### src/logic/arsc_pkg.sv
package arsc_pkg;

	// Register offsets of the routing bank.
	localparam logic [7:0] ARSC_ADDR_SRC_MODE = 8'h21;
	localparam logic [7:0] ARSC_ADDR_LO_MIX = 8'h22;
	localparam logic [7:0] ARSC_ADDR_HP_MIX = 8'h23;

	// Values after reset.
	localparam logic [7:0] ARSC_RST_SRC_MODE = 8'h00;
	localparam logic [7:0] ARSC_RST_LO_MIX = 8'h00;
	localparam logic [7:0] ARSC_RST_HP_MIX = 8'h00;

	// Implemented bits; everything else reads as zero.
	localparam logic [7:0] ARSC_MASK_SRC_MODE = 8'h3f;
	localparam logic [7:0] ARSC_MASK_LO_MIX = 8'hff;
	localparam logic [7:0] ARSC_MASK_HP_MIX = 8'h7f;

	// Field positions in the source-mode register.
	localparam int ARSC_SRC_LO_DIFF = 0;
	localparam int ARSC_SRC_MIX_STEREO = 1;
	localparam int ARSC_SRC_MONO_REC = 2;
	localparam int ARSC_SRC_IN4_DIFF = 3;
	localparam int ARSC_SRC_MIC_LEFT = 4;
	localparam int ARSC_SRC_MIC_RIGHT = 5;

	// Field positions in both mix registers; bit 7 (DAC mono) is implemented in the line-out mix register only.
	localparam int ARSC_MIX_SW_LSB = 0;
	localparam int ARSC_MIX_SW_MSB = 5;
	localparam int ARSC_MIX_MIC_MONO = 6;
	localparam int ARSC_MIX_DAC_MONO = 7;

	// Sample coding of the DAC input.
	localparam logic [15:0] ARSC_DAC_POS_FULL = 16'h7fff;
	localparam logic [15:0] ARSC_DAC_NEG_FULL = 16'h8000;
	localparam logic [15:0] ARSC_DAC_MID = 16'h0000;

	// Timing.
	localparam int ARSC_CLK_PERIOD_NS = 10;
	localparam int ARSC_RSTN_LOW_MIN_NS = 150;
	localparam int ARSC_RSTN_LOW_MIN_CYC = (ARSC_RSTN_LOW_MIN_NS + ARSC_CLK_PERIOD_NS - 1) / ARSC_CLK_PERIOD_NS;
	localparam logic [4:0] ARSC_RSTN_LOW_CNT_MAX = 5'(ARSC_RSTN_LOW_MIN_CYC);

	// Start-up sequence states.
	typedef enum logic [3:0] {
		ARSC_ST_RESET = 4'h1,
		ARSC_ST_CONFIG = 4'h2,
		ARSC_ST_WAIT_CLK = 4'h4,
		ARSC_ST_RUN = 4'h8
	} arsc_state_e;

endpackage : arsc_pkg

### src/logic/arsc_route_if.sv
`timescale 1ns/1ps
interface arsc_route_if;
	logic [7:0] src_mode;
	logic [7:0] lo_mix;
	logic [7:0] hp_mix;
	logic dev_reset;
	logic normal_op;

	modport bank (output src_mode, output lo_mix, output hp_mix, input dev_reset);
	modport seq (output dev_reset, output normal_op);
	modport user (input src_mode, input lo_mix, input hp_mix, input dev_reset, input normal_op);
endinterface : arsc_route_if

### src/logic/analog_route_and_startup_ctrl.sv
`timescale 1ns/1ps
module analog_route_and_startup_ctrl
	import arsc_pkg::*;
#(
	parameter int SAMPLE_W = 16,
	parameter int ACT_WIN = 64,
	parameter int BIT_HALF = 4,
	parameter int FRAME_BITS = 32
) (
	input wire logic ref_clk,
	input wire logic rst,
	input wire logic power_down_reset_n,
	input wire logic [7:0] reg_addr,
	input wire logic [7:0] reg_wdata,
	input wire logic reg_we,
	input wire logic reg_re,
	output logic [7:0] reg_rdata,
	input wire logic master_sel,
	input wire logic ref_voltage_power,
	input wire logic [1:0] audio_format_sel,
	input wire logic [1:0] sample_rate_sel,
	input wire logic master_clock_in,
	input wire logic frame_clock_in,
	output logic frame_clock_out,
	output logic frame_clock_oe,
	input wire logic bit_clock_in,
	output logic bit_clock_out,
	output logic bit_clock_oe,
	output logic normal_op,
	output logic device_in_reset,
	output logic [3:0] startup_state,
	output logic [2:0] clocks_present,
	output logic [3:0] active_format,
	output logic line_out_diff_sel,
	output logic line_out_stereo_en,
	output logic mix_source_stereo_sel,
	output logic mono_input_sel,
	output logic input4_diff_sel,
	output logic micamp_left_route,
	output logic micamp_right_route,
	output logic [5:0] lo_in_sw,
	output logic lo_mic_mono_mix,
	output logic lo_dac_mono_mix,
	output logic [5:0] hp_in_sw,
	output logic hp_mic_mono_mix,
	input wire logic adc_valid,
	input wire logic [SAMPLE_W-1:0] adc_left,
	input wire logic [SAMPLE_W-1:0] adc_right,
	output logic rec_valid,
	output logic [SAMPLE_W-1:0] rec_left,
	output logic [SAMPLE_W-1:0] rec_right,
	input wire logic dac_valid,
	input wire logic [SAMPLE_W-1:0] dac_left,
	input wire logic [SAMPLE_W-1:0] dac_right,
	output logic lo_dac_valid,
	output logic [SAMPLE_W-1:0] lo_dac_left,
	output logic [SAMPLE_W-1:0] lo_dac_right,
	output logic [SAMPLE_W-1:0] dac_code_left,
	output logic [SAMPLE_W-1:0] dac_code_right
);
	arsc_route_if route ();
	arsc_state_e state;

	arsc_regs u_regs (
		.ref_clk(ref_clk),
		.rst(rst),
		.route(route.bank),
		.reg_addr(reg_addr),
		.reg_wdata(reg_wdata),
		.reg_we(reg_we),
		.reg_re(reg_re),
		.reg_rdata(reg_rdata)
	);

	arsc_startup #(
		.ACT_WIN(ACT_WIN),
		.BIT_HALF(BIT_HALF),
		.FRAME_BITS(FRAME_BITS)
	) u_startup (
		.ref_clk(ref_clk),
		.rst(rst),
		.route(route.seq),
		.power_down_reset_n(power_down_reset_n),
		.master_sel(master_sel),
		.ref_voltage_power(ref_voltage_power),
		.master_clock_in(master_clock_in),
		.frame_clock_in(frame_clock_in),
		.bit_clock_in(bit_clock_in),
		.frame_clock_out(frame_clock_out),
		.frame_clock_oe(frame_clock_oe),
		.bit_clock_out(bit_clock_out),
		.bit_clock_oe(bit_clock_oe),
		.clocks_present(clocks_present),
		.state(state)
	);

	assign normal_op = route.normal_op;
	assign device_in_reset = route.dev_reset;
	assign startup_state = state;

	// Format and rate follow the selects in the configuration state and freeze once the reference powers up, so later edits wait for a restart.
	logic [3:0] fmt_ff;
	wire fmt_load = state == ARSC_ST_CONFIG;
	always_ff @(posedge ref_clk or posedge rst) begin
		if (rst) fmt_ff <= 4'h0;
		else if (fmt_load) fmt_ff <= {sample_rate_sel, audio_format_sel};
	end
	assign active_format = fmt_ff;

	// Source-mode register decode.
	wire [7:0] src = route.src_mode;
	assign line_out_diff_sel = src[ARSC_SRC_LO_DIFF];
	assign line_out_stereo_en = ~src[ARSC_SRC_LO_DIFF];
	assign mix_source_stereo_sel = src[ARSC_SRC_MIX_STEREO];
	assign mono_input_sel = ~src[ARSC_SRC_MIX_STEREO];
	assign input4_diff_sel = src[ARSC_SRC_IN4_DIFF];
	assign micamp_left_route = src[ARSC_SRC_MIC_LEFT];
	assign micamp_right_route = src[ARSC_SRC_MIC_RIGHT];
	wire mono_rec = src[ARSC_SRC_MONO_REC];

	// Mix register decode.
	// line-out input switches
	assign lo_in_sw = route.lo_mix[ARSC_MIX_SW_MSB:ARSC_MIX_SW_LSB];
	assign lo_mic_mono_mix = route.lo_mix[ARSC_MIX_MIC_MONO];
	wire lo_dac_mono = route.lo_mix[ARSC_MIX_DAC_MONO];
	assign lo_dac_mono_mix = lo_dac_mono;
	assign hp_in_sw = route.hp_mix[ARSC_MIX_SW_MSB:ARSC_MIX_SW_LSB];
	assign hp_mic_mono_mix = route.hp_mix[ARSC_MIX_MIC_MONO];

	// Averages keep one extra bit so that full-scale pairs cannot wrap.
	wire signed [SAMPLE_W:0] adc_sum = $signed({adc_left[SAMPLE_W-1], adc_left}) +
		$signed({adc_right[SAMPLE_W-1], adc_right});
	wire signed [SAMPLE_W:0] dac_sum = $signed({dac_left[SAMPLE_W-1], dac_left}) +
		$signed({dac_right[SAMPLE_W-1], dac_right});
	wire [SAMPLE_W-1:0] adc_avg = adc_sum[SAMPLE_W:1];
	wire [SAMPLE_W-1:0] dac_avg = dac_sum[SAMPLE_W:1];

	// Before the sequence reaches normal operation the DAC sees the midpoint code.
	wire [SAMPLE_W-1:0] dac_mid = SAMPLE_W'(ARSC_DAC_MID);
	wire [SAMPLE_W-1:0] adc_in [2];
	wire [SAMPLE_W-1:0] dac_in [2];
	assign adc_in[0] = adc_left;
	assign adc_in[1] = adc_right;
	assign dac_in[0] = dac_left;
	assign dac_in[1] = dac_right;

	logic [SAMPLE_W-1:0] rec_ff [2];
	logic [SAMPLE_W-1:0] lo_ff [2];
	logic [SAMPLE_W-1:0] code_ff [2];
	genvar c;
	generate
		for (c = 0; c < 2; c++) begin : g_chan
			wire [SAMPLE_W-1:0] nxt_rec = mono_rec ? adc_avg : adc_in[c];
			// DAC mono mix to line out
			wire [SAMPLE_W-1:0] mixed = lo_dac_mono ? dac_avg : dac_in[c];
			wire [SAMPLE_W-1:0] nxt_lo = route.normal_op ? mixed : dac_mid;
			// two's complement to offset code, midpoint at half scale
			wire [SAMPLE_W-1:0] nxt_code = {~nxt_lo[SAMPLE_W-1], nxt_lo[SAMPLE_W-2:0]};
			always_ff @(posedge ref_clk or posedge rst) begin
				if (rst) begin
					rec_ff[c] <= '0;
					lo_ff[c] <= '0;
					code_ff[c] <= {1'b1, {(SAMPLE_W-1){1'b0}}};
				end else begin
					if (adc_valid) rec_ff[c] <= nxt_rec;
					if (dac_valid) lo_ff[c] <= nxt_lo;
					if (dac_valid) code_ff[c] <= nxt_code;
				end
			end
		end
	endgenerate

	logic rec_valid_ff;
	logic lo_valid_ff;
	always_ff @(posedge ref_clk or posedge rst) begin
		if (rst) begin
			rec_valid_ff <= 1'b0;
			lo_valid_ff <= 1'b0;
		end else begin
			rec_valid_ff <= adc_valid & route.normal_op;
			lo_valid_ff <= dac_valid;
		end
	end

	assign rec_valid = rec_valid_ff;
	assign rec_left = rec_ff[0];
	assign rec_right = rec_ff[1];
	assign lo_dac_valid = lo_valid_ff;
	assign lo_dac_left = lo_ff[0];
	assign lo_dac_right = lo_ff[1];
	assign dac_code_left = code_ff[0];
	assign dac_code_right = code_ff[1];
endmodule : analog_route_and_startup_ctrl

### src/logic/arsc_regs.sv
`timescale 1ns/1ps
module arsc_regs
	import arsc_pkg::*;
(
	input wire logic ref_clk,
	input wire logic rst,
	arsc_route_if.bank route,
	input wire logic [7:0] reg_addr,
	input wire logic [7:0] reg_wdata,
	input wire logic reg_we,
	input wire logic reg_re,
	output logic [7:0] reg_rdata
);
	logic [7:0] src_mode_ff;
	logic [7:0] lo_mix_ff;
	logic [7:0] hp_mix_ff;
	logic [7:0] rdata_ff;

	wire hit_src = reg_addr == ARSC_ADDR_SRC_MODE;
	wire hit_lo = reg_addr == ARSC_ADDR_LO_MIX;
	wire hit_hp = reg_addr == ARSC_ADDR_HP_MIX;
	// Writes are dropped while the device is held in power-down reset.
	wire wr_ok = reg_we & ~route.dev_reset;
	wire [7:0] nxt_src_mode = reg_wdata & ARSC_MASK_SRC_MODE;
	wire [7:0] nxt_lo_mix = reg_wdata & ARSC_MASK_LO_MIX;
	wire [7:0] nxt_hp_mix = reg_wdata & ARSC_MASK_HP_MIX;
	wire [7:0] nxt_rdata = hit_src ? src_mode_ff : hit_lo ? lo_mix_ff : hit_hp ? hp_mix_ff : 8'h00;

	always_ff @(posedge ref_clk or posedge rst) begin
		if (rst) begin
			src_mode_ff <= ARSC_RST_SRC_MODE;
			lo_mix_ff <= ARSC_RST_LO_MIX;
			hp_mix_ff <= ARSC_RST_HP_MIX;
		end else if (route.dev_reset) begin
			src_mode_ff <= ARSC_RST_SRC_MODE;
			lo_mix_ff <= ARSC_RST_LO_MIX;
			hp_mix_ff <= ARSC_RST_HP_MIX;
		end else if (wr_ok) begin
			if (hit_src) src_mode_ff <= nxt_src_mode;
			if (hit_lo) lo_mix_ff <= nxt_lo_mix;
			if (hit_hp) hp_mix_ff <= nxt_hp_mix;
		end
	end

	always_ff @(posedge ref_clk or posedge rst) begin
		if (rst) begin
			rdata_ff <= 8'h00;
		end else if (reg_re) begin
			rdata_ff <= nxt_rdata;
		end
	end

	assign route.src_mode = src_mode_ff;
	assign route.lo_mix = lo_mix_ff;
	assign route.hp_mix = hp_mix_ff;
	assign reg_rdata = rdata_ff;
endmodule : arsc_regs

### src/logic/arsc_startup.sv
`timescale 1ns/1ps
module arsc_startup
	import arsc_pkg::*;
#(
	parameter int ACT_WIN = 64,
	parameter int BIT_HALF = 4,
	parameter int FRAME_BITS = 32
) (
	input wire logic ref_clk,
	input wire logic rst,
	arsc_route_if.seq route,
	input wire logic power_down_reset_n,
	input wire logic master_sel,
	input wire logic ref_voltage_power,
	input wire logic master_clock_in,
	input wire logic frame_clock_in,
	input wire logic bit_clock_in,
	output logic frame_clock_out,
	output logic frame_clock_oe,
	output logic bit_clock_out,
	output logic bit_clock_oe,
	output logic [2:0] clocks_present,
	output arsc_state_e state
);
	localparam int WW = $clog2(ACT_WIN + 1);
	localparam int DW = $clog2(BIT_HALF + 1);
	localparam int FW = $clog2(FRAME_BITS + 1);

	logic [4:0] low_cnt_ff;
	logic dev_reset_ff;
	arsc_state_e state_ff;
	arsc_state_e nxt_state;
	logic [DW-1:0] div_ff;
	logic bit_ff;
	logic frame_ff;
	logic [FW-1:0] bit_cnt_ff;

	// Short low glitches on the reset pin do not reset the device.
	// The count stops one short of the minimum, so the low sample that completes it sets the reset.
	wire low_done = low_cnt_ff == ARSC_RSTN_LOW_CNT_MAX - 5'h01;
	always_ff @(posedge ref_clk or posedge rst) begin
		if (rst) begin
			low_cnt_ff <= 5'h00;
			dev_reset_ff <= 1'b1;
		end else if (power_down_reset_n) begin
			low_cnt_ff <= 5'h00;
			dev_reset_ff <= 1'b0;
		end else begin
			if (!low_done) low_cnt_ff <= low_cnt_ff + 5'h01;
			if (low_done) dev_reset_ff <= 1'b1;
		end
	end

	wire [2:0] clk_in = {bit_clock_in, frame_clock_in, master_clock_in};
	genvar g;
	generate
		for (g = 0; g < 3; g++) begin : g_act
			logic prev_ff;
			logic [WW-1:0] idle_ff;
			wire edge_seen = prev_ff != clk_in[g];
			wire expired = idle_ff == WW'(ACT_WIN);
			always_ff @(posedge ref_clk or posedge rst) begin
				if (rst) begin
					prev_ff <= 1'b0;
					idle_ff <= WW'(ACT_WIN);
				end else begin
					prev_ff <= clk_in[g];
					if (edge_seen) idle_ff <= '0;
					else if (!expired) idle_ff <= idle_ff + WW'(1);
				end
			end
			assign clocks_present[g] = ~expired;
		end
	endgenerate

	wire slave_clk_ok = &clocks_present;
	wire master_clk_ok = clocks_present[0] & master_sel;
	wire clk_ok = master_sel ? master_clk_ok : slave_clk_ok;

	always_comb begin
		nxt_state = state_ff;
		case (state_ff)
			ARSC_ST_RESET: if (!dev_reset_ff) nxt_state = ARSC_ST_CONFIG;
			ARSC_ST_CONFIG: if (ref_voltage_power) nxt_state = ARSC_ST_WAIT_CLK;
			ARSC_ST_WAIT_CLK: begin
				if (!ref_voltage_power) nxt_state = ARSC_ST_CONFIG;
				else if (clk_ok) nxt_state = ARSC_ST_RUN;
			end
			ARSC_ST_RUN: begin
				if (!ref_voltage_power) nxt_state = ARSC_ST_CONFIG;
				else if (!clk_ok) nxt_state = ARSC_ST_WAIT_CLK;
			end
			default: nxt_state = ARSC_ST_RESET;
		endcase
		if (dev_reset_ff) nxt_state = ARSC_ST_RESET;
	end

	always_ff @(posedge ref_clk or posedge rst) begin
		if (rst) state_ff <= ARSC_ST_RESET;
		else state_ff <= nxt_state;
	end

	// Master clocks come from the system clock divider; they need the master clock present.
	wire gen_on = master_sel & ~dev_reset_ff & clocks_present[0];
	wire tick = div_ff == DW'(BIT_HALF - 1);
	wire bit_fall = tick & bit_ff;
	wire frame_wrap = bit_cnt_ff == FW'(FRAME_BITS / 2 - 1);
	always_ff @(posedge ref_clk or posedge rst) begin
		if (rst) begin
			div_ff <= '0;
			bit_ff <= 1'b1;
			frame_ff <= 1'b1;
			bit_cnt_ff <= '0;
		end else if (!gen_on) begin
			div_ff <= '0;
			bit_ff <= 1'b1;
			frame_ff <= 1'b1;
			bit_cnt_ff <= '0;
		end else begin
			div_ff <= tick ? '0 : div_ff + DW'(1);
			if (tick) bit_ff <= ~bit_ff;
			if (bit_fall) bit_cnt_ff <= frame_wrap ? '0 : bit_cnt_ff + FW'(1);
			if (bit_fall && frame_wrap) frame_ff <= ~frame_ff;
		end
	end

	assign bit_clock_oe = master_sel & ~dev_reset_ff;
	assign frame_clock_oe = master_sel & ~dev_reset_ff;
	assign bit_clock_out = bit_ff;
	assign frame_clock_out = frame_ff;
	assign state = state_ff;
	assign route.dev_reset = dev_reset_ff;
	assign route.normal_op = state_ff == ARSC_ST_RUN;
endmodule : arsc_startup

### config.mk
export PLATFORM = sky130hd
export DESIGN_NAME = analog_route_and_startup_ctrl
export DESIGN_NICKNAME = d
export VERILOG_FILES = /design/src/logic/arsc_pkg.sv /design/src/logic/arsc_route_if.sv /design/src/logic/analog_route_and_startup_ctrl.sv /design/src/logic/arsc_regs.sv /design/src/logic/arsc_startup.sv
export SDC_FILE = /design/constraint.sdc
export NUM_CORES = 1
export LEC_CHECK = 0
export BUFFER_PORTS_ARGS = -buffer_cell sky130_fd_sc_hd__buf_2
export CAP_MARGIN = 25
export CORE_UTILIZATION = 53
export CTS_CLUSTER_SIZE = 16
export DETAILED_ROUTE_END_ITERATION = 8
export PLACE_DENSITY = 0.81
export SETUP_SLACK_MARGIN = 0.3
export SYNTH_ARGS = -nofsm -noshare
export SYNTH_HDL_FRONTEND = slang
export SYNTH_SLANG_ARGS = --single-unit
### constraint.sdc
create_clock -name ref_clk -period 5.8 [get_ports ref_clk]
set_input_delay 1.16 -clock ref_clk [delete_from_list [all_inputs] [get_ports ref_clk]]
set_output_delay 1.16 -clock ref_clk [all_outputs]
set_load 0.02 [all_outputs]
### Word-level counts from Yosys, hierarchy flattened

Cells that the tools add are included.

| storage, ports and cells | value |
|---|---|
| output and inout bits | 145 |
| logic and storage cells | 132 |
| register bits | 179 |

| operators by class | value |
|---|---|
| bitwise gates (word level) | 16 |
| add/subtract/negate cells | 8 |
| reductions and logical operators | 11 |
| mux-type cells | 45 |
| equal/unequal tests | 26 |

Operator list:

| operator | count |
|---|---|
| $mux 16 | 6 |
| $mux 8 | 12 |
| $mux 7 | 6 |
| $add 16x16->17 | 2 |
| $eq 8x6->1 const B | 3 |
| $mux 4 | 6 |
| $add 7x1->7 const B | 3 |
| $eq 7x7->1 const B | 3 |
| $mux 6 | 3 |
| $pmux 4 s4 | 1 |
| $mux 5 | 2 |
| $not 1->1 | 10 |
| $reduce_bool 2->1 | 5 |
| $ne 2x2->1 const B | 4 |
| $mux 1 | 7 |
| $add 6x1->6 const B | 1 |
| $and 1x1->1 | 6 |
| $eq 6x4->1 const B | 1 |
| $mux 3 | 2 |
| $ne 2x1->1 const B | 3 |
| $reduce_and 2->1 | 3 |
| $reduce_and 3->1 | 2 |
| $add 5x1->5 const B | 1 |
| $eq 5x4->1 const B | 1 |
| other kinds (11) | 13 |

### Longest topological paths before layout

Gate-level depths: netlist of the first run.

| logic depth | value |
|---|---|
| depth after elaboration | 8 |
| mapped depth | 9 |
| gate-level depth less buffers | 9 |

### Hierarchy

A second synthesis of the first run with hierarchy kept.

| second synthesis, totals | value |
|---|---|
| cells, all modules | 841 |
| area total of the unflattened synthesis | 8464.4 um^2 |

Modules (own cells, without submodules):

| module | cells an instance | area each (um^2) | times used |
|---|---|---|---|
| analog_route_and_startup_ctrl | 495 | 4667.0 | 1 |
| arsc_startup | 206 | 2244.7 | 1 |
| arsc_regs | 140 | 1552.7 | 1 |

### Worst setup path after synthesis of the first run

No wires, ideal clock.

| timing path | value |
|---|---|
| path type | input-to-output |
| start point | input port master_sel |
| end point | output port frame_clock_oe |
| path slack | 2.758 ns |
| data arrival time | 1.882 ns |
| cell stages on the path | 2 |
| cell sequence | nor2b_1 -> buf_4 |

| between the ends | value |
|---|---|
| cells in the longest elaborated chain, start to end | 1 |

Ends and longest elaborated chain:

| what | RTL line | text |
|---|---|---|
| from (decl) | analog_route_and_startup_ctrl.sv:18 | `input wire logic master_sel,` |
| $and 1x1->1 | arsc_startup.sv:128 | `assign frame_clock_oe = master_sel & ~dev_reset_ff;` |
| to (decl) | analog_route_and_startup_ctrl.sv:25 | `output logic frame_clock_oe,` |

No other way between the ends.

### Worst setup path after layout of the first run

Ends and elaborated chain as after synthesis.

==> results of run 1 <==
stage by stage:
step           instance area, µm²  instances  hold WS, ns  setup slack (ns)
3_3_place_gp                 9280       1216       0.4355             2.584
2_1_floorplan                8229        851       0.4189            0.7319
5_1_grt                      9902       1248       0.4801             2.662
3_5_place_dp                 9280       1216       0.4462             2.528
6_report                     9902       1248       0.4576             2.751
4_1_cts                      9874       1247       0.4562             2.768
metal layers:
layer	wire, µm	share of wire (%)	track usage [%]
met4	113	0.56	5.953
met2	9895	49	41.96
met1	8852	44	33.14
met5	11	0.055	0
met3	1143	5.7	5.947
flip-flops by register name, summed over array words and instances (netlist names), 6 cells and up:
name,cells
rec_right,16
u_regs.route.lo_mix,8
lo_dac_left,16
u_startup.g_act.idle_ff,21
rec_left,16
lo_dac_right,16
u_regs.route.hp_mix,7
u_regs.route.src_mode,6
u_startup.bit_cnt_ff,6
u_regs.reg_rdata,8
cell usage in the layout, fill, tap and decap left out, types with 4 or more instances in the layout:
cell | netlist | layout
sky130_fd_sc_hd__nor2_1 | 110 | 110
sky130_fd_sc_hd__nand2_1 | 61 | 61
sky130_fd_sc_hd__clkbuf_16 | 0 | 17
sky130_fd_sc_hd__nand4_1 | 10 | 10
sky130_fd_sc_hd__nor4_1 | 5 | 5
sky130_fd_sc_hd__a211oi_1 | 4 | 4
sky130_fd_sc_hd__ha_1 | 40 | 40
sky130_fd_sc_hd__o2bb2ai_1 | 11 | 11
sky130_fd_sc_hd__a221oi_1 | 4 | 4
sky130_fd_sc_hd__a31oi_1 | 5 | 5
sky130_fd_sc_hd__a221o_1 | 18 | 18
sky130_fd_sc_hd__xor2_1 | 25 | 25
sky130_fd_sc_hd__and2_1 | 7 | 7
sky130_fd_sc_hd__o21bai_1 | 5 | 5
sky130_fd_sc_hd__inv_1 | 36 | 35
sky130_fd_sc_hd__o211ai_1 | 10 | 10
sky130_fd_sc_hd__mux2_2 | 7 | 7
sky130_fd_sc_hd__xnor2_1 | 26 | 26
sky130_fd_sc_hd__o21ai_1 | 5 | 5
sky130_fd_sc_hd__mux2i_1 | 29 | 29
sky130_fd_sc_hd__a21o_1 | 9 | 9
sky130_fd_sc_hd__and3_1 | 13 | 13
sky130_fd_sc_hd__clkinv_2 | 0 | 4
sky130_fd_sc_hd__o21ai_0 | 36 | 36
sky130_fd_sc_hd__dfrtp_1 | 137 | 137
sky130_fd_sc_hd__a21oi_1 | 65 | 65
sky130_fd_sc_hd__dfstp_2 | 9 | 9
sky130_fd_sc_hd__nand3_1 | 24 | 24
sky130_fd_sc_hd__nor3_1 | 10 | 10
sky130_fd_sc_hd__nor2b_1 | 4 | 4
sky130_fd_sc_hd__a22oi_1 | 10 | 10
sky130_fd_sc_hd__buf_2 | 6 | 240
layout make-up:
| type | count | share of cell area, % |
|---|---|---|
| Multi-Input combinational cell | 603 | 40.60 |
| Sequential cell | 146 | 37.01 |
| Tap cell | 188 | 2.376 |
| Timing Repair Buffer | 243 | 12.56 |
| Inverter | 37 | 1.453 |
| Clock buffer | 21 | 4.650 |
| Clock inverter | 10 | 1.352 |
power by group:
part           internal, mW  switching [mW]  total, mW
logic                 0.232           0.335      0.566
registers              1.09          0.0784       1.17
clock network         0.695           0.412       1.11
total                  2.02           0.825       2.85
worst max-delay path: cells and delay by family:
family                 cells  cell delay (ns)
buffers and inverters      2             0.35
and+or+nand+nor            1             0.38
cells by family (layout without fill, tap and decap cells):
| family | count (synthesis) | after routing | synth area share (%) |
|---|---|---|---|
| xor gates and xnor gates | 51 | 51 | 5.428 |
| DFF | 146 | 146 | 44.53 |
| and+or+nand+nor | 265 | 265 | 15.30 |
| buffers and inverters | 102 | 311 | 6.614 |
| AOI/OAI and AO/OA | 209 | 209 | 17.07 |
| muxes | 36 | 36 | 4.485 |
| adders and majority gates | 42 | 42 | 6.568 |
worst max path at each step:
stage	start	to	slack [ns]	depth (start not counted)
3_5_place_dp	adc_left[0]	rec_left[11]$_DFFE_PP0P_	2.53	9
5_1_grt	u_startup.g_act[0].idle_ff[2]$_DFFE_PP0P_	clocks_present[0]	2.66	4
4_1_cts	master_sel	frame_clock_oe	2.77	3
6_report	master_sel	frame_clock_oe	2.75	3
2_1_floorplan	rst	active_format[0]$_DFFE_PP0P_	0.73	1
3_3_place_gp	adc_left[0]	rec_right[11]$_DFFE_PP0P_	2.58	9
==> summary.md, run 1 <==
| Metric | Value |
|---|---|
| Worst R2R Start | `u_startup.state[3]$_DFFE_PP0P_` |
| Worst r2r dst | `lo_dac_right[13]$_DFFE_PP0P_` |
| Normalized max-slew margin | `36.16%` |
| Core region area | `between 15000 and 20000 µm²` |
| Flop2flop setup slack | `3.48 ns` |
| Unique masters post-synth | `between 70 and 80` |
| Actual slew at the worst max-slew pin | `approximately 0.96 ns` |
| Unrepaired setup endpoints after global routing | `false` |
| HPWL after detailed placement | `14430 µm` |
| Layout cell share with drive strength beyond 1 | `just under 30%` |
| Cell types with the largest area share after synthesis | `sky130_fd_sc_hd__dfrtp_1, sky130_fd_sc_hd__ha_1, sky130_fd_sc_hd__nor2_1, sky130_fd_sc_hd__a21oi_1, sky130_fd_sc_hd__mux2i_1` |
| Fraction of registers with async set or reset after synthesis | `100.0%` |
| Filler cell count in the final layout | `~1200` |
| Run status | `complete, no violations` |
| Power per cell area | `287.3 nW/µm²` |
| Min-Delay Startpoint | `u_startup.div_ff[0]$_DFF_PP0_` |
| Final setup skew | `between 0.01 and 0.015 ns` |
| DIE WIDTH | `around 130 µm` |
| Worst-skew pair later-pin latency | `0.41 ns` |
| Most repeated cell in the gate-level netlist after synthesis | `sky130_fd_sc_hd__dfrtp_1` |
| Post-CTS setup buffer count | `0` |
| Die area | `16030 µm²` |
| Post-synth EDFFs | `0` |
| Maximum vdd drop | `around 0.00022 V` |
| Flip-flop cell with the highest count after synthesis | `sky130_fd_sc_hd__dfrtp_1` |
| Number of port buffers | `240` |
| Via/cell ratio | `between 5 and 6` |
| N_diodes | `0` |
| Avg Cell Area, Syn | `~9.7 µm²` |
| Vert. Die Dim | `between 100 and 150 µm` |
| Maximum clock rate | `~330 MHz` |
| Crit-path slowest cell | `sky130_fd_sc_hd__nor2b_1` |
| Overflow left after global routing | `0` |
| Largest net degree at the start of global routing | `109` |
| Endpoint of the worst hold path | `u_startup.div_ff[0]$_DFF_PP0_` |
| Clock slew at reported path FFs | `approximately 0.060 ns` |
| Vias in the first global route | `between 6000 and 7000` |
| Cts hold-fix bufs | `0` |
| Multi-input gate area in the final layout | `between 4000 and 5000 µm²` |
| Data required time at the worst endpoint | `around 4.6 ns` |
| Number of max-slew violations in the final report | `0` |
| Final routed wirelength across all metal layers | `approximately 20000 µm` |
| Post-CTS sizing | `0` |
| Count of endpoints failing hold in the final timing report | `0` |
| Sequential-to-total area share from yosys stat | `between 40% and 50%` |
| Leading cell types by count after synthesis | `sky130_fd_sc_hd__dfrtp_1, sky130_fd_sc_hd__nor2_1, sky130_fd_sc_hd__a21oi_1, sky130_fd_sc_hd__nand2_1, sky130_fd_sc_hd__ha_1` |
| Synthesis-to-finish area growth | `20.33%` |
| 1st-pass router iterations | `5` |
| Synth area leader | `sky130_fd_sc_hd__dfrtp_1` |
| CP Data Arrival Time | `roughly 1.9 ns` |
| Hold Path Class | `reg -> reg` |
| Num CTS Buffers | `17` |
| Final Power | `roughly 2.8 mW` |
| IO Count | `241` |
| Crit path kind | `in -> out` |
| Core Rows | `45` |
| Max FO, Critical Path | `6` |
| Cell at the root of the clock tree | `sky130_fd_sc_hd__clkbuf_16` |
| Number of remaining DRC errors | `0` |
| Global-route usage over all layers | `25.13%` |
| Starting density of the core | `54.13%` |
| Cells along the critical path | `buf_2, nor2b_1, buf_2` |
| Final standard cell utilization of the core | `between 60 and 70%` |
| Sequential Area | `3665 µm²` |
| Vias | `around 7000` |
| Endpoint class of the critical path | `primary output` |
| Instance count of the mapped netlist | `about 850` |
| Leakage power summed over all cells | `about 5.1 nW` |
| Instance count along the most critical hold path | `1` |
| Number of nets produced by synthesis | `989` |
| Critical Path Start Type | `input port` |
| YS warnings | `0` |
| Final weighted congestion in routability-driven placement | `around 0.87` |
| Number of buffers on the longest clock path | `2` |
| Antenna violation net count after detailed routing | `0` |
| Crit path top cell by count | `sky130_fd_sc_hd__buf_2` |
| Ratio of final minimum period to clock period | `52.57%` |
| Total of flip-flops plus latches after synthesis | `146` |
| Violation count after the first detailed-routing iteration | `~450` |
| CTS Sinks | `between 100 and 150` |
| Deepest level of the CTS H-tree | `4` |
| Number of nets in the finished design | `around 1200` |
| Post-Syn Area | `between 8000 and 9000 µm²` |
| Maximum Capacitance Violations | `0` |
| Fraction of post-synthesis cell area in the top cell type by area | `41.66%` |
| Crit path largest cell delay | `about 0.38 ns` |
| Average routed wire per standard cell | `16.04 µm` |
| Number of cells on the worst reg-to-reg path | `6` |
| Initial antenna violation count | `1` |
| TritonCTS clock tree | `built` |
| Wire length of the first global-routing pass | `~32000 µm` |
| Final setup vio count | `0` |
| Final sum of negative setup slack | `0 ns` |
| Time the worst path needs with I/O delays and setup | `3.049 ns` |
No activity file was read; power rests on OpenSTA's default activity.
==> run 2: changes to the inputs <==
Settings changed: CORE_UTILIZATION 53 to 48, PLACE_DENSITY 0.81 to 0.78.
Clock period 5.8 ns to 2.7 ns, I/O delays scaled along.
==> summary.md, run 2 (synthesis gave the netlist of run 1 again) <==
| Metric | Value |
|---|---|
| Core Rows | `47` |
| Synthesis-to-finish area growth | `21.96%` |
| Crit-path slowest cell | `sky130_fd_sc_hd__fa_1` |
| Violation count after the first detailed-routing iteration | `roughly 350` |
| Number of cells on the worst reg-to-reg path | `5` |
| Time the worst path needs with I/O delays and setup | `roughly 2.3 ns` |
| Number of port buffers | `240` |
| Run status | `complete, no violations` |
| Final standard cell utilization of the core | `about three fifths` |
| Maximum vdd drop | `between 0.0004 and 0.0005 V` |
| DIE WIDTH | `around 130 µm` |
| Initial antenna violation count | `0` |
| Leakage power summed over all cells | `5.158 nW` |
| Routed length on met3 | `approximately 1100 µm` |
| Maximum Capacitance Violations | `0` |
| Final instance count without filler cells | `between 1000 and 1500` |
| 1st-pass router iterations | `5` |
| Register with the most flip-flops | `u_startup.g_act.idle_ff` |
| Average routed wire per standard cell | `15.91 µm` |
| Source of the critical timing path | `adc_left[0]` |
| Endpoint class of the critical path | `flip-flop` |
| Number of buffers on the longest clock path | `2` |
| Vias in the first global route | `6630` |
| Number of nets in the finished design | `between 1000 and 1500` |
| Final setup vio count | `0` |
| Power per cell area | `617.2 nW/µm²` |
| Final sum of negative setup slack | `0 ns` |
| Normalized max-slew margin | `between 30 and 40%` |
| Critical Path Stages | `9` |
| Num CTS Buffers | `17` |
| CP Data Arrival Time | `2.57 ns` |
| Largest net degree at the start of global routing | `around 90` |
| Most frequent standard cell in the layout excluding fill and tap cells | `sky130_fd_sc_hd__buf_2` |
| Critical Path Sink | `rec_left[11]$_DFFE_PP0P_` |
| Unrepaired setup endpoints after global routing | `false` |
| Highest metal layer used by the detailed router | `met4` |
| Critical Path Start Type | `input port` |
| Worst R2R Start | `u_startup.state[1]$_DFFE_PP0P_` |
| TritonCTS clock tree | `built` |
| Count of endpoints failing hold in the final timing report | `0` |
| Global-route usage over all layers | `a little under a quarter` |
| Hold Path Class | `in -> async` |
| Leading cell types in the layout, fill and taps excluded | `sky130_fd_sc_hd__buf_2, sky130_fd_sc_hd__dfrtp_1, sky130_fd_sc_hd__nor2_1` |
| Placement Setup Slack | `roughly 0.04 ns` |
| Number of max-slew violations in the final report | `0` |
| Flop2flop setup slack | `~0.64 ns` |
| Clock slew at reported path FFs | `roughly 0.06 ns` |
| Antenna violation net count after detailed routing | `0` |
| Placed instance count | `1257` |
| Vert. Die Dim | `132.9 µm` |
| Final weighted congestion in routability-driven placement | `0.8876` |
| CTS Sinks | `about 150` |
| Final routed wirelength across all metal layers | `20540 µm` |
| Via/cell ratio | `between 5 and 6` |
| Starting density of the core | `about half` |
| Buf+Inv Stages, Crit Path | `1` |
| Cell type group with the largest total delay on the critical path | `compound AO/OA/AOI/OAI gates` |
| Data required time at the worst endpoint | `about 3.0 ns` |
| Met2 wire length | `9870 µm` |
| Actual slew at the worst max-slew pin | `~0.94 ns` |
| Overflow left after global routing | `0` |
| Layout cell share with drive strength beyond 1 | `roughly 30%` |
| Die area | `~18000 µm²` |
| Largest register FFs | `21` |
| Cells along the critical path | `buf_2, and2_1, fa_1, a21oi_1, o2bb2ai_1, o31ai_2, o21ai_1, xnor2_1, a221o_1` |
| N_diodes | `0` |
| Vias | `about 7100` |
| Worst-skew pair later-pin latency | `about 0.42 ns` |
| PnR worst setup slack | `0.4243 ns` |
| Wire length of the first global-routing pass | `around 33000 µm` |
| Worst r2r dst | `lo_dac_right[14]$_DFFE_PP0P_` |
| WL met1 | `around 9000 µm` |
| Deepest level of the CTS H-tree | `4` |
| Crit path largest cell delay | `approximately 0.40 ns` |
| Ratio of final minimum period to clock period | `approximately 84%` |
| IO Count | `241` |
| Max FO, Critical Path | `3` |
| Crit path kind | `in -> reg` |
| Core region area | `roughly 17000 µm²` |
| Final setup skew | `~0.014 ns` |
| Number of remaining DRC errors | `0` |
| Worst Hold Slack | `between 0.2 and 0.25 ns` |
| HPWL after detailed placement | `approximately 15000 µm` |
| Maximum clock rate | `439.4 MHz` |
| Cell at the root of the clock tree | `sky130_fd_sc_hd__clkbuf_16` |
-- run 2: timing repair --
| item | in CTS | in global routing |
|---|---|---|
| setup buffers | 0 | 2 |
| hold buffers | 0 | 0 |
| resized for setup | 0 | 2 |
| endpoints found under the setup margin | 0 | 2 |
-- run 2: metal layers --
| metal | global-route usage, % | up-vias |
|---|---|---|
| met2 | 37.75 | 239 |
| met3 | 4.330 | 28 |
| met5 | 0 | - |
| li1 | - | 3422 |
| met4 | 8.301 | 0 |
| met1 | 31.40 | 3414 |
-- run 2: report_power, final --
part           switching (mW)  internal (mW)  leakage (nW)
Combinational           0.745          0.515          2.97
Clock                   0.937           1.49         0.289
Sequential              0.158           2.35          1.90
-- run 2: metrics by stage --
stage / instance area, µm² / total power [mW]
2_1_floorplan: 8233 / 3.400
3_3_place_gp: 9412 / 3.762
3_5_place_dp: 9412 / 3.795
4_1_cts: 10020 / 6.245
5_1_grt: 10040 / 6.482
6_report: 10040 / 6.194
-- run 2: cell type report --
cell class / count / area [µm²]
Clock inverter: 11 / 153.9
Fill cell: 1419 / 6606
Timing Repair Buffer: 253 / 1324
Clock buffer: 21 / 450.4
Tap cell: 220 / 275.3
Multi-Input combinational cell: 603 / 4025
Sequential cell: 146 / 3665
Inverter: 37 / 142.6
-- run 2: worst reg2reg max path, cell delays in order, from the launching register on --
cell and delay (ns):
sky130_fd_sc_hd__dfrtp_1 0.53, sky130_fd_sc_hd__nor4b_4 0.47, sky130_fd_sc_hd__nand3_1 0.36, sky130_fd_sc_hd__o31ai_1 0.43, sky130_fd_sc_hd__a221oi_1 0.09, sky130_fd_sc_hd__nand2_1 0.12
-- run 2: how the worst min path moves through the flow --
stage / endpoint / slack [ns]
6_report: u_startup.bit_cnt_ff[4]$_DFFE_PP0P_ / 0.23
5_1_grt: u_startup.g_act[2].prev_ff$_DFF_PP0_ / 0.24
4_1_cts: u_startup.bit_cnt_ff[5]$_DFFE_PP0P_ / 0.23
3_5_place_dp: u_startup.div_ff[0]$_DFF_PP0_ / 0.43
3_3_place_gp: u_startup.div_ff[0]$_DFF_PP0_ / 0.43
2_1_floorplan: u_startup.div_ff[0]$_DFF_PP0_ / 0.42
